[src/hdl/fpd_pkg.sv]
// Constants, opcode classes and carriers shared by the coprocessor opcode decoder.
package fpd_pkg;

	// ------------------------------------------------------------------
	// Opcode fields
	// ------------------------------------------------------------------
	localparam logic [3:0] FPD_HI_PICK_A      = 4'h0;
	localparam logic [3:0] FPD_HI_PICK_B      = 4'h1;
	localparam logic [3:0] FPD_HI_LOAD_A      = 4'h2;
	localparam logic [3:0] FPD_HI_LOAD_B      = 4'h3;
	localparam logic [3:0] FPD_HI_READBACK    = 4'h4;
	localparam logic [3:0] FPD_HI_COPY        = 4'h5;
	localparam logic [3:0] FPD_HI_FSUM        = 4'h6;
	localparam logic [3:0] FPD_HI_FDIFF       = 4'h7;
	localparam logic [3:0] FPD_HI_FPROD       = 4'h8;
	localparam logic [3:0] FPD_HI_FQUOT       = 4'h9;
	localparam logic [3:0] FPD_HI_ISUM        = 4'ha;
	localparam logic [3:0] FPD_HI_IDIFF       = 4'hb;
	localparam logic [3:0] FPD_HI_IPROD       = 4'hc;
	localparam logic [3:0] FPD_HI_IQUOT       = 4'hd;
	localparam logic [3:0] FPD_HI_UNARY       = 4'he;
	localparam logic [3:0] FPD_HI_MISC        = 4'hf;

	// Low nibbles of the Fx group
	localparam logic [3:0] FPD_LO_SYNC        = 4'h0;
	localparam logic [3:0] FPD_LO_TO_FLOAT    = 4'h1;
	localparam logic [3:0] FPD_LO_TO_LONG     = 4'h2;
	localparam logic [3:0] FPD_LO_FLOAT_COMPARE_OP    = 4'h3;
	localparam logic [3:0] FPD_LO_SBYTE       = 4'h4;
	localparam logic [3:0] FPD_LO_UBYTE       = 4'h5;
	localparam logic [3:0] FPD_LO_SWORD       = 4'h6;
	localparam logic [3:0] FPD_LO_UWORD       = 4'h7;
	localparam logic [3:0] FPD_LO_TEXT_FETCH  = 4'h8;
	localparam logic [3:0] FPD_LO_TEXT_REAL   = 4'h9;
	localparam logic [3:0] FPD_LO_REAL_TEXT   = 4'ha;
	localparam logic [3:0] FPD_LO_TEXT_INT    = 4'hb;
	localparam logic [3:0] FPD_LO_INT_TEXT    = 4'hc;
	localparam logic [3:0] FPD_LO_STATUS      = 4'hd;
	localparam logic [3:0] FPD_LO_PREFIX      = 4'he;
	localparam logic [3:0] FPD_LO_NOP         = 4'hf;

	// Unary function selectors carried in aux for the Ex group
	localparam logic [3:0] FPD_UF_FLOOR       = 4'h8;
	localparam logic [3:0] FPD_UF_CEIL        = 4'h9;
	localparam logic [3:0] FPD_UF_ROUND       = 4'ha;

	// Second byte after the prefix
	localparam logic [1:0] FPD_EXT_CALL_TOP   = 2'b00;
	localparam logic [7:0] FPD_EXT_COND_LO    = 8'h80;
	localparam logic [7:0] FPD_EXT_COND_HI    = 8'h84;
	localparam logic [7:0] FPD_EXT_TABLE      = 8'h88;
	localparam logic [7:0] FPD_EXT_POLY       = 8'h89;

	// ------------------------------------------------------------------
	// Counts, fixed values and reset values
	// ------------------------------------------------------------------
	localparam logic [2:0] FPD_ARGS_REAL      = 3'h4;
	localparam logic [2:0] FPD_ARGS_WORD      = 3'h2;
	localparam logic [2:0] FPD_ARGS_BYTE      = 3'h1;
	localparam logic [7:0] FPD_SYNC_BYTE      = 8'h5c;
	localparam logic [7:0] FPD_STR_END        = 8'h00;
	localparam logic [3:0] FPD_REG_ZERO       = 4'h0;
	localparam logic [3:0] FPD_PTR_RST        = 4'h0;

	// ------------------------------------------------------------------
	// Types
	// ------------------------------------------------------------------
	typedef enum logic [4:0] {
		FPD_OP_NOP, FPD_OP_WRITE_REG, FPD_OP_READ_REG, FPD_OP_COPY,
		FPD_OP_FSUM, FPD_OP_FDIFF, FPD_OP_FPROD, FPD_OP_FQUOT,
		FPD_OP_ISUM, FPD_OP_IDIFF, FPD_OP_IPROD, FPD_OP_IQUOT,
		FPD_OP_UNARY, FPD_OP_TO_FLOAT, FPD_OP_TO_LONG, FPD_OP_FLOAT_COMPARE_OP,
		FPD_OP_LOAD_INT, FPD_OP_TEXT_FETCH, FPD_OP_TEXT_CHAR, FPD_OP_TEXT_REAL,
		FPD_OP_TEXT_INT, FPD_OP_REAL_TEXT, FPD_OP_INT_TEXT, FPD_OP_STATUS,
		FPD_OP_COND, FPD_OP_EXT_OTHER
	} fpd_op_e;

	// Gray codes along idle -> prefix -> arg -> exec -> text -> skip
	typedef enum logic [2:0] {
		FPD_S_IDLE   = 3'b000,
		FPD_S_PREFIX = 3'b001,
		FPD_S_ARG    = 3'b011,
		FPD_S_EXEC   = 3'b010,
		FPD_S_TEXT   = 3'b110,
		FPD_S_SKIP   = 3'b111
	} fpd_state_e;

	typedef struct packed {
		logic       valid;
		logic [7:0] data;
		logic       last;
	} fpd_byte_s;

	typedef struct packed {
		fpd_op_e     op;
		logic [3:0]  a_ptr;
		logic [3:0]  b_ptr;
		logic [3:0]  idx;
		logic [7:0]  aux;
		logic [31:0] arg;
	} fpd_cmd_s;

	typedef struct packed {
		logic       valid;
		logic [5:0] num;
	} fpd_call_s;

endpackage : fpd_pkg
[src/hdl/fpd_arg_shift.sv]
// Argument byte collector: shifts bytes in, most significant first.
`timescale 1ns/100ps
module fpd_arg_shift
	import fpd_pkg::*;
(
	input  wire logic        sys_clk,
	input  wire logic        nrst,
	input  wire logic        ce,
	input  wire logic        start,
	input  wire logic [2:0]  count,
	input  wire logic        shift,
	input  wire logic [7:0]  din,
	output logic      [31:0] word,
	output logic             last
);

	logic [23:0] hold_reg;
	logic [23:0] hold_next;
	logic [2:0]  left_reg;
	logic [2:0]  left_next;

	// Word seen with the byte now arriving, so completion costs no cycle
	assign word = {hold_reg, din};
	assign last = (left_reg == 3'h1);

	// Next values
	always_comb begin
		hold_next = hold_reg;
		left_next = left_reg;
		if (start) begin
			hold_next = 24'h00_0000;
			left_next = count;
		end else if (shift) begin
			hold_next = {hold_reg[15:0], din};
			left_next = left_reg - 3'h1;
		end
	end

	// Registers
	always_ff @(posedge sys_clk or negedge nrst) begin
		if (!nrst) begin
			hold_reg <= 24'h00_0000;
			left_reg <= 3'h0;
		end else if (ce) begin
			hold_reg <= hold_next;
			left_reg <= left_next;
		end
	end

endmodule : fpd_arg_shift

[src/hdl/fpd_decoder.sv]
// Opcode stream decoder for the floating point / long integer coprocessor.
// What this block does
// - 2x selects register n as A and loads following 32-bit float into it.
// - 3x selects register n as B and loads following 32-bit float into it.
// - 5x selects n as B and copies B into A, any type.
// - 6x..9x select n as B then float add, subtract, multiply, divide into A.
// - Ax..Cx select n as B then long add, subtract, multiply into A.
// - Dx selects n as B, signed long divide, quotient A, remainder register 0.
// - E0..EF apply a unary float function to A in place.
// - E8, E9, EA give floor, ceiling and nearest integer of A, as float.
// - F1 copies A to register 0 long-to-float; F2 float-to-long.
// - F4..F7 take signed/unsigned byte or word into register 0, to float.
// - FD returns one float status byte for register A.
// - F8 returns the text buffer as ASCII ending in a zero byte.
// - F9 takes zero-ended text, parses float into register 0.
// - FB takes zero-ended text, parses long into register 0.
// - FA takes a format byte, converts float to text in the buffer.
// - FC takes a format byte, converts long to text in the buffer.
// - FE is a prefix joining the next byte into an extended opcode.
// - FE00..FE3F outside a function call stored function numbered by second byte's low six bits.
// - FE80..FE84 take a condition byte; function continues only on a match.
// - Conditionals, table, polynomial only inside functions; busy holds until function ends.
`timescale 1ns/100ps
module fpd_decoder
	import fpd_pkg::*;
(
	input  wire logic      sys_clk,
	input  wire logic      nrst,
	input  wire logic      ce,
	input  wire fpd_byte_s host_in,
	output logic           host_ready,
	input  wire fpd_byte_s func_in,
	output logic           func_ready,
	output fpd_call_s      call_out,
	output fpd_cmd_s       cmd_out,
	output logic           cmd_valid,
	input  wire logic      exec_done,
	input  wire logic      exec_match,
	output logic           reply_valid,
	output logic [7:0]     reply_data,
	output logic           busy
);

	// ------------------------------------------------------------------
	// State
	// ------------------------------------------------------------------
	fpd_state_e state_reg,      state_next;
	logic [3:0] a_ptr_reg,      a_ptr_next;
	logic [3:0] b_ptr_reg,      b_ptr_next;
	fpd_op_e    pend_op_reg,    pend_op_next;
	logic [3:0] pend_code_reg,  pend_code_next;
	logic       text_reg,       text_next;
	logic       in_func_reg,    in_func_next;
	logic       end_pend_reg,   end_pend_next;
	fpd_cmd_s   cmd_reg,        cmd_next;
	logic       cmd_valid_reg,  cmd_valid_next;
	fpd_call_s  call_reg,       call_next;
	logic       reply_vld_reg,  reply_vld_next;
	logic [7:0] reply_dat_reg,  reply_dat_next;
	logic       host_rdy_reg,   host_rdy_next;
	logic       func_rdy_reg,   func_rdy_next;
	logic       busy_reg,       busy_next;

	// Decode scratch
	fpd_byte_s   src;
	logic        take;
	logic [3:0]  hi;
	logic [3:0]  lo;
	logic        issue;
	fpd_op_e     iss_op;
	logic [3:0]  iss_idx;
	logic [7:0]  iss_aux;
	logic [31:0] iss_arg;
	logic        arg_start;
	logic [2:0]  arg_count;
	logic        arg_shift;
	logic [31:0] arg_word;
	logic        arg_last;
	logic        accept;

	// ------------------------------------------------------------------
	// Byte source
	// ------------------------------------------------------------------
	// Stored function bytes replace the host stream while a call runs
	assign src  = in_func_reg ? func_in : host_in;
	assign take = src.valid && (in_func_reg ? func_rdy_reg : host_rdy_reg);
	assign hi   = src.data[7:4];
	assign lo   = src.data[3:0];

	// Argument collector
	fpd_arg_shift u_arg (
		.sys_clk (sys_clk),
		.nrst    (nrst),
		.ce      (ce),
		.start   (arg_start),
		.count   (arg_count),
		.shift   (arg_shift),
		.din     (src.data),
		.word    (arg_word),
		.last    (arg_last)
	);

	// ------------------------------------------------------------------
	// Decode
	// ------------------------------------------------------------------
	// Next-state logic for the whole decoder
	always_comb begin
		state_next     = state_reg;
		a_ptr_next     = a_ptr_reg;
		b_ptr_next     = b_ptr_reg;
		pend_op_next   = pend_op_reg;
		pend_code_next = pend_code_reg;
		text_next      = text_reg;
		in_func_next   = in_func_reg;
		end_pend_next  = end_pend_reg;
		cmd_next       = cmd_reg;
		cmd_valid_next = 1'b0;
		call_next      = call_reg;
		call_next.valid = 1'b0;
		reply_vld_next = 1'b0;
		reply_dat_next = reply_dat_reg;
		issue          = 1'b0;
		iss_op         = FPD_OP_NOP;
		iss_idx        = FPD_REG_ZERO;
		iss_aux        = 8'h00;
		iss_arg        = 32'h0000_0000;
		arg_start      = 1'b0;
		arg_count      = FPD_ARGS_BYTE;
		arg_shift      = 1'b0;

		if (take && in_func_reg && src.last) begin
			end_pend_next = 1'b1;
		end

		case (state_reg)
			FPD_S_IDLE: begin
				if (take) begin
					case (hi)
						FPD_HI_PICK_A: begin
							a_ptr_next = lo;
						end
						FPD_HI_PICK_B: begin
							b_ptr_next = lo;
						end
						FPD_HI_LOAD_A: begin
							a_ptr_next     = lo;
							pend_op_next   = FPD_OP_WRITE_REG;
							pend_code_next = lo;
							arg_start      = 1'b1;
							arg_count      = FPD_ARGS_REAL;
							state_next     = FPD_S_ARG;
						end
						FPD_HI_LOAD_B: begin
							b_ptr_next     = lo;
							pend_op_next   = FPD_OP_WRITE_REG;
							pend_code_next = lo;
							arg_start      = 1'b1;
							arg_count      = FPD_ARGS_REAL;
							state_next     = FPD_S_ARG;
						end
						FPD_HI_READBACK: begin
							issue   = 1'b1;
							iss_op  = FPD_OP_READ_REG;
							iss_idx = lo;
						end
						FPD_HI_UNARY: begin
							issue   = 1'b1;
							iss_op  = FPD_OP_UNARY;
							iss_aux = {4'h0, lo};
						end
						FPD_HI_MISC: begin
							case (lo)
								FPD_LO_SYNC: begin
									reply_vld_next = 1'b1;
									reply_dat_next = FPD_SYNC_BYTE;
								end
								FPD_LO_TO_FLOAT: begin
									issue  = 1'b1;
									iss_op = FPD_OP_TO_FLOAT;
								end
								FPD_LO_TO_LONG: begin
									issue  = 1'b1;
									iss_op = FPD_OP_TO_LONG;
								end
								FPD_LO_FLOAT_COMPARE_OP: begin
									issue  = 1'b1;
									iss_op = FPD_OP_FLOAT_COMPARE_OP;
								end
								FPD_LO_SBYTE, FPD_LO_UBYTE, FPD_LO_SWORD, FPD_LO_UWORD: begin
									pend_op_next   = FPD_OP_LOAD_INT;
									pend_code_next = lo;
									arg_start      = 1'b1;
									arg_count      = lo[1] ? FPD_ARGS_WORD : FPD_ARGS_BYTE;
									state_next     = FPD_S_ARG;
								end
								FPD_LO_TEXT_FETCH: begin
									issue  = 1'b1;
									iss_op = FPD_OP_TEXT_FETCH;
								end
								FPD_LO_TEXT_REAL: begin
									pend_op_next = FPD_OP_TEXT_REAL;
									state_next   = FPD_S_TEXT;
								end
								FPD_LO_REAL_TEXT: begin
									pend_op_next = FPD_OP_REAL_TEXT;
									arg_start    = 1'b1;
									state_next   = FPD_S_ARG;
								end
								FPD_LO_TEXT_INT: begin
									pend_op_next = FPD_OP_TEXT_INT;
									state_next   = FPD_S_TEXT;
								end
								FPD_LO_INT_TEXT: begin
									pend_op_next = FPD_OP_INT_TEXT;
									arg_start    = 1'b1;
									state_next   = FPD_S_ARG;
								end
								FPD_LO_STATUS: begin
									issue  = 1'b1;
									iss_op = FPD_OP_STATUS;
								end
								FPD_LO_PREFIX: begin
									state_next = FPD_S_PREFIX;
								end
								default: begin
									state_next = FPD_S_IDLE;
								end
							endcase
						end
						// pick B, then operate on A
						default: begin
							b_ptr_next = lo;
							issue      = 1'b1;
							case (hi)
								FPD_HI_COPY:  iss_op = FPD_OP_COPY;
								FPD_HI_FSUM:  iss_op = FPD_OP_FSUM;
								FPD_HI_FDIFF: iss_op = FPD_OP_FDIFF;
								FPD_HI_FPROD: iss_op = FPD_OP_FPROD;
								FPD_HI_FQUOT: iss_op = FPD_OP_FQUOT;
								FPD_HI_ISUM:  iss_op = FPD_OP_ISUM;
								FPD_HI_IDIFF: iss_op = FPD_OP_IDIFF;
								FPD_HI_IPROD: iss_op = FPD_OP_IPROD;
								default:      iss_op = FPD_OP_IQUOT;
							endcase
						end
					endcase
				end
			end
			FPD_S_PREFIX: begin
				if (take) begin
					state_next = FPD_S_IDLE;
					if (src.data[7:6] == FPD_EXT_CALL_TOP) begin
						if (!in_func_reg) begin
							call_next.valid = 1'b1;
							call_next.num   = src.data[5:0];
							in_func_next    = 1'b1;
							end_pend_next   = 1'b0;
						end
					end else if (src.data >= FPD_EXT_COND_LO && src.data <= FPD_EXT_COND_HI) begin
						if (in_func_reg) begin
							pend_op_next   = FPD_OP_COND;
							pend_code_next = src.data[3:0];
							arg_start      = 1'b1;
							state_next     = FPD_S_ARG;
						end
					// table and polynomial refused from host
					end else if (src.data == FPD_EXT_TABLE || src.data == FPD_EXT_POLY) begin
						issue   = in_func_reg;
						iss_op  = FPD_OP_EXT_OTHER;
						iss_aux = src.data;
					end else begin
						issue   = 1'b1;
						iss_op  = FPD_OP_EXT_OTHER;
						iss_aux = src.data;
					end
				end
			end
			FPD_S_ARG: begin
				if (take) begin
					arg_shift = 1'b1;
					if (arg_last) begin
						issue  = 1'b1;
						iss_op = pend_op_reg;
						case (pend_op_reg)
							FPD_OP_WRITE_REG: begin
								iss_idx = pend_code_reg;
								iss_arg = arg_word;
							end
							FPD_OP_LOAD_INT: begin
								case (pend_code_reg)
									FPD_LO_SBYTE: iss_arg = {{24{arg_word[7]}}, arg_word[7:0]};
									FPD_LO_UBYTE: iss_arg = {24'h00_0000, arg_word[7:0]};
									FPD_LO_SWORD: iss_arg = {{16{arg_word[15]}}, arg_word[15:0]};
									default:      iss_arg = {16'h0000, arg_word[15:0]};
								endcase
							end
							FPD_OP_COND: begin
								iss_aux = arg_word[7:0];
								iss_arg = {28'h000_0000, pend_code_reg};
							end
							default: begin
								iss_aux = arg_word[7:0];
							end
						endcase
					end
				end
			end
			FPD_S_TEXT: begin
				if (take) begin
					issue = 1'b1;
					if (src.data == FPD_STR_END) begin
						iss_op    = pend_op_reg;
						text_next = 1'b0;
					end else begin
						iss_op    = FPD_OP_TEXT_CHAR;
						iss_aux   = src.data;
						text_next = 1'b1;
					end
				end
			end
			FPD_S_EXEC: begin
				if (exec_done) begin
					// mismatch drops the rest of the function
					if (cmd_reg.op == FPD_OP_COND && !exec_match && !end_pend_reg) begin
						state_next = FPD_S_SKIP;
					end else begin
						state_next = text_reg ? FPD_S_TEXT : FPD_S_IDLE;
					end
				end
			end
			FPD_S_SKIP: begin
				if (take && src.last) begin
					state_next = FPD_S_IDLE;
				end
			end
			default: begin
				state_next = FPD_S_IDLE;
			end
		endcase

		// Command built with the pointers this opcode just picked
		if (issue) begin
			cmd_next.op    = iss_op;
			cmd_next.a_ptr = a_ptr_next;
			cmd_next.b_ptr = b_ptr_next;
			cmd_next.idx   = iss_idx;
			cmd_next.aux   = iss_aux;
			cmd_next.arg   = iss_arg;
			cmd_valid_next = 1'b1;
			state_next     = FPD_S_EXEC;
		end

		// function ends only once its last opcode is done
		if (state_next == FPD_S_IDLE && end_pend_next) begin
			in_func_next  = 1'b0;
			end_pend_next = 1'b0;
		end

		// Ready only in byte-taking states, never while a command launches
		accept = (state_next != FPD_S_EXEC) && !cmd_valid_next && !call_next.valid;
		host_rdy_next = accept && !in_func_next;
		func_rdy_next = accept && in_func_next && !end_pend_next;
		busy_next = in_func_next || (state_next != FPD_S_IDLE);
	end

	// ------------------------------------------------------------------
	// Registers
	// ------------------------------------------------------------------
	always_ff @(posedge sys_clk or negedge nrst) begin
		if (!nrst) begin
			state_reg     <= FPD_S_IDLE;
			a_ptr_reg     <= FPD_PTR_RST;
			b_ptr_reg     <= FPD_PTR_RST;
			pend_op_reg   <= FPD_OP_NOP;
			pend_code_reg <= 4'h0;
			text_reg      <= 1'b0;
			in_func_reg   <= 1'b0;
			end_pend_reg  <= 1'b0;
			cmd_reg       <= '0;
			cmd_valid_reg <= 1'b0;
			call_reg      <= '0;
			reply_vld_reg <= 1'b0;
			reply_dat_reg <= 8'h00;
			host_rdy_reg  <= 1'b0;
			func_rdy_reg  <= 1'b0;
			busy_reg      <= 1'b0;
		end else if (ce) begin
			state_reg     <= state_next;
			a_ptr_reg     <= a_ptr_next;
			b_ptr_reg     <= b_ptr_next;
			pend_op_reg   <= pend_op_next;
			pend_code_reg <= pend_code_next;
			text_reg      <= text_next;
			in_func_reg   <= in_func_next;
			end_pend_reg  <= end_pend_next;
			cmd_reg       <= cmd_next;
			cmd_valid_reg <= cmd_valid_next;
			call_reg      <= call_next;
			reply_vld_reg <= reply_vld_next;
			reply_dat_reg <= reply_dat_next;
			host_rdy_reg  <= host_rdy_next;
			func_rdy_reg  <= func_rdy_next;
			busy_reg      <= busy_next;
		end
	end

	// Outputs straight from flops
	assign host_ready  = host_rdy_reg;
	assign func_ready  = func_rdy_reg;
	assign call_out    = call_reg;
	assign cmd_out     = cmd_reg;
	assign cmd_valid   = cmd_valid_reg;
	assign reply_valid = reply_vld_reg;
	assign reply_data  = reply_dat_reg;
	assign busy        = busy_reg;

endmodule : fpd_decoder

[config.mk]
export PLATFORM = sky130hd
export DESIGN_NAME = fpd_decoder
export DESIGN_NICKNAME = d
export VERILOG_FILES = /design/src/hdl/fpd_pkg.sv /design/src/hdl/fpd_arg_shift.sv /design/src/hdl/fpd_decoder.sv
export SDC_FILE = /design/constraint.sdc
export NUM_CORES = 1
export LEC_CHECK = 0
export BUFFER_PORTS_ARGS = -buffer_cell sky130_fd_sc_hd__buf_4
export CAP_MARGIN = 10
export CORE_ASPECT_RATIO = 0.5
export CORE_MARGIN = 4
export CORE_UTILIZATION = 52
export CTS_BUF_LIST = sky130_fd_sc_hd__clkbuf_8 sky130_fd_sc_hd__clkbuf_16
export DETAILED_ROUTE_END_ITERATION = 6
export PLACE_DENSITY = 0.84
export SYNTH_ARGS = -nofsm -noshare
export SYNTH_HDL_FRONTEND = slang
export SYNTH_SLANG_ARGS = --single-unit
[constraint.sdc]
create_clock -name sys_clk -period 2.7 [get_ports sys_clk]
set_input_delay 0.135 -clock sys_clk [delete_from_list [all_inputs] [get_ports sys_clk]]
set_output_delay 0.135 -clock sys_clk [all_outputs]
set_load 0.01 [all_outputs]
Yosys cells after proc, flatten, opt, wreduce, memory -nomap -nowiden:

Memory sizes are Yosys's and may differ from the RTL's.
Index checks and enable logic that the tools add are counted.

* flip-flop bits (word level): 120
* bits in read-only memories: 64
* bits of input ports: 25
* memories: 1
* output and inout port bits: 77

Memory list
* (name not given): words 16, width 4, read ports 1, clocked after Yosys merged registers in 0, write ports 0, RTL line fpd_decoder.sv:234 `case (hi)`

* eq/ne operators: 44
* reduce and logical (&&, ||, !) cells: 48
* magnitude comparators: 2
* bitwise logic cells: 1
* mux-type cells: 119
* $add $sub $neg: 1

Operators with widths (number)
* 32-bit case mux with 3 select lines: 2
* 32-bit 2-to-1 mux: 3
* 4-bit 2-to-1 mux: 19
* 5-bit 2-to-1 mux: 13
* 8-bit 2-to-1 mux: 8
* 5-bit case mux with 5 select lines: 2
* 24-bit 2-to-1 mux: 2
* 5-bit case mux with 4 select lines: 2
* 4-bit == test, second input constant: 9
* 1-bit 2-to-1 mux: 33
* 3-bit 2-to-1 mux: 11
* 4-bit by 3-bit == test with 1-bit output, second input constant: 8
* 8-bit case mux with 4 select lines: 1
* 7-bit 2-to-1 mux: 4
* 4-bit case mux with 2 select lines: 3
* 5-bit case mux with 2 select lines: 2
* 9-bit AND reduction: 2
* 4-bit by 2-bit == test with 1-bit output, second input constant: 4
* 8-bit == test, second input constant: 2
* 5-bit == test, second input constant: 3
* 3-bit case mux with 5 select lines: 1
* 1-bit logical AND: 13
* 3-bit case mux with 2 select lines: 2
* 3-bit case mux with 4 select lines: 1
* 32 further kinds: 65

Longest topological paths before layout:

* depth in word-level cells: 14
* mapped depth: 12
* depth with buffers taken out: 9

Cells and area by module:

Synthesis repeated with hierarchy kept, for this count alone.

* cell total of the unflattened synthesis: 725
* area, all modules: 6741.5 um2

Modules (own cells, without submodules)
* fpd_decoder: seq. area each 2327.2 um2, cells an instance 587, area each 5307.6 um2, times used 1
* fpd_arg_shift: seq. area each 675.6 um2, cells an instance 138, area each 1433.9 um2, times used 1

Least setup slack after synthesis:

Ideal clock, no wire load.

* kind: reg-to-reg
* start point: reg in_func_reg
* end point: reg cmd_reg (netlist bit cmd_out[16])
* cell stages (with the launch flop): 11
* data arrival time: 2.605 ns
* library setup time: 0.127 ns
* required time: 2.573 ns
* period minus slack after synthesis: 2.732 ns
* path slack: -0.032 ns
* cell sequence: dfrtp_1 -> buf_4 -> buf_6 -> mux2_2 -> o32a_1 -> a2111oi_4 -> a21oi_2 -> nand2b_4 -> buf_6 -> buf_6 -> mux2_1

* word-level cells in the longest chain between the ends: 9
* elaborated cells between the ends (all ways): 38
* classes of those cells: 2 x order compare; 11 x eq/ne; 17 x mux; 8 x reduce/logical

RTL lines
* start: declaration: RTL line fpd_decoder.sv:53 `logic in_func_reg, in_func_next;`
* start signal: assignment: RTL line fpd_decoder.sv:394 `in_func_reg <= in_func_next;`
* parallel branches: the longest is 9 deep, another holds 8-bit >= comparator
* end signal: assignment: RTL line fpd_decoder.sv:396 `cmd_reg <= cmd_next;`
* end: declaration: RTL line fpd_decoder.sv:55 `fpd_cmd_s cmd_reg, cmd_next;`

Several ways; the timed one is not identified.
A chain may end at the register's enable or synchronous reset.

Worst setup path in the final report:

* start point: reg in_func_reg
* end point: reg host_rdy_reg, in the netlist host_ready

* word-level cells in the longest chain between the ends: 14
* elaborated cells between the ends (all ways): 82
* classes of those cells: 2 x order compare; 21 x eq/ne; 36 x mux; 23 x reduce/logical

RTL lines
* parallel branches: the longest is 13 deep, another holds 8-bit >= comparator
* 1-bit logical AND (*): RTL line fpd_decoder.sv:361 `host_rdy_next = accept && !in_func_next;`
* end signal: assignment: RTL line fpd_decoder.sv:401 `host_rdy_reg <= host_rdy_next;`
* end: declaration: RTL line fpd_decoder.sv:60 `logic host_rdy_reg, host_rdy_next;`

Every way passes the cells marked *.

==> reports/results.txt <==
Critical path arrival: 3090 ps
Worst ir drop on vdd: 0.0004411 V
Cell Rows: 28
Post-synthesis cell type count: 77
Largest family of logic cells by synthesized area: compound AO/OA/AOI/OAI gates
Yosys synthesis warning count: 0
Chip height: 86.75 um
Layout Skew: 9.535 ps
Fill cells: 872
Failing checks: setup timing
Worst Path Required: 3000 ps
Final setup viols: 36
Mean Syn Cell Area: 10.06 um^2
Gr usage total: 29.32%
Final design utilization: 71.86%
Slowest library cell on the worst path: dfrtp_2
Pwr Density: 877.2 nW/um^2
Initial antenna violation count: 0
Nets: 829
Mapped Area: 6450 um^2
Synth Area in Compound Gates: 20.47%
Post-synth EDFFs: 0
# diodes: 0
Drt total wl: 20740 um
Remaining antenna violation count: 0
Clk sinks: 120
Layout area overhead: 33.48%
Wire per inst: 21.18 um
Peak fanout along the critical path: 7
Leak pwr: 4.120 nW
HPWL after detailed placement: 14600 um
GPL Wtd Cong: 1.036
Largest net degree at the start of global routing: 59
CP Class: register to register
Tcrit/Tclk final: 103.2%
List of most frequent post-synthesis cells: dfrtp_1, nand2_1, mux2_1, a21oi_1, o21ai_0
Slew @ Worst Pin: 763.9 ps
Hold Vio Cnt, Final: 0
Vias in the first global route: 5974
Tot Pwr: 0.007552 W
Top_reg_cell synth: dfrtp_1
Port bufs: 97
CTS tree: done
Dominant cell type by area after synthesis: dfrtp_1
Seq cells post-synth: 120
Worst min path class: input port to register
Pre-antenna DRT Iters: 5
CTS root buffer: clkbuf_16
Gr ovfl total: 0
Hold WS: 156.7 ps
Worst setup EP type: register
Slew Limit Fails: 0
Asr flop ratio synth: 100.0%
Most numerous cell in the Yosys netlist: dfrtp_1
Share of the synthesized area in the top cell type: 46.56%
Xor/xnor cell area share of the yosys netlist: 0.8147%
Crit-path cells: buf_4, mux2i_4, buf_4, a311oi_2, nor4b_2, buf_4, a221o_1, a21oi_2, a31oi_1, o41ai_2
Mux share of post-synthesis cell area: 11.70%
Clock buffer depth: 2
First DRT Iteration DRCs: 722
Tmin final: 2786 ps
Maxcap violations: 0
Most frequent CP cell: buf_4
Max_slew headroom: 49.07%
Clk slew on worst S/H paths: 60 ps
Setup slack after layout: -86.39 ps
Post-Synth Adder-Cell Area: 0.3880%
CTS H-tree depth: 4
CP startpoint kind: register
Die Area: 14360 um^2
Simple-gate portion of the synthesized area: 15.52%
Outcome: finished with violations
Vias/cell: 6.251
Inserted Clock Buffers: 17
Critical path's largest stage delay: 470 ps
RSZ-0062 raised after global routing: true
Max Fclk: 0.3589 GHz
Max reg flops: 57
Sequential-to-total area share from yosys stat: 46.56%
Global-route wire length before repair: 32370 um
DR vias: 6120
CORE AREA: 11980 um^2
Initial Util: 53.83%
Largest cells by area after synthesis: dfrtp_1, mux2_1, nand2_1
Horiz. Die Dim: 165.5 um
Share of layout cells above drive strength 1: 32.06%
Drt drc: 0
Clk_lat worst skew: 420 ps
Worst Path Buf+Inv: 3
Cells after synthesis: 641
Cell family with most CP delay: compound AO/OA/AOI/OAI gates
IO Pins: 102
==> logic make-up after synthesis <==
kind of cell,count (synthesis)
flip-flops,120
AO/OA/AOI/OAI,193
other,1
buffers and inverters,59
multiplexers,66
adder cells (fa/ha/maj),2
AND/OR/NAND/NOR,194
XOR/XNOR,6
==> timing repair <==
item / in CTS / in global routing
buffers inserted: 4 / 9
gates resized for setup: 6 / 27
endpoints found under the setup margin: 79 / 85
hold buffers: 1 / 0
pin swaps: 1 / 0
gates cloned: 0 / 1
hold endpoints to repair: 55 / 0
==> layer usage <==
| metal | global-route usage (%) | wire length (um) |
|---|---|---|
| met2 | 46.30 | 9448 |
| met4 | 8.907 | 421 |
| met5 | 0 | 0 |
| met1 | 39.99 | 8708 |
| met3 | 7.886 | 2161 |
==> metrics by stage <==
stage / area, um^2 / std cells / setup WS [ps] / TNS (ps)
3_5_place_dp: 7762 / 933 / -190.5 / -5261
5_1_grt: 8610 / 979 / -187.2 / -4304
6_report: 8610 / 979 / -86.39 / -1623
3_3_place_gp: 7762 / 933 / -198.0 / -2382
4_1_cts: 8391 / 969 / -11.77 / -43.88
2_1_floorplan: 6474 / 644 / 11.56 / 0
==> cell type report <==
cell class,instances,area (um^2),share of cell area [%]
multi-input combinational,465,3321,38.57
sequential,120,3004,34.89
timing repair buffer,187,1479,17.18
clock buffer,18,439.2,5.101
tap,165,206.4,2.398
clock inverter,13,118.9,1.381
inverter,11,41.29,0.4796
==> path summary, 6_finish.rpt <==
path	slack [ps]	startpoint	to	cells past startpoint
setup / recovery	-90	in_func_reg$_DFFE_PN0P_	host_ready$_DFFE_PN0P_	10
min in group asynchronous	330	nrst	func_ready$_DFFE_PN0P_	2
max in group asynchronous	1360	nrst	cmd_out[29]$_DFFE_PN0P_	3
setup reg to reg	-90	in_func_reg$_DFFE_PN0P_	host_ready$_DFFE_PN0P_	10
hold reg to reg	480	a_ptr_reg[0]$_DFFE_PN0P_	a_ptr_reg[0]$_DFFE_PN0P_	2
hold / removal	160	ce	state_reg[0]$_DFFE_PN0P_	2
==> layout by cell type (no fill, tap or decap), types with 9 or more instances in the layout <==
cell type / n
a21oi_1: 46
o2bb2ai_1: 9
clkbuf_16: 18
mux2_1: 47
and2_1: 9
nor2_1: 20
nor3_1: 11
buf_4: 177
a22o_1: 26
o21ai_0: 40
inv_1: 11
nand2_1: 74
dfrtp_1: 119
nand3_1: 20
==> power breakdown <==
group	internal [W]	switching (W)
Clock	0.00129	0.000884
Sequential	0.00208	0.000290
Combinational	0.00135	0.00166
Power figures use the tool's default switching activity.
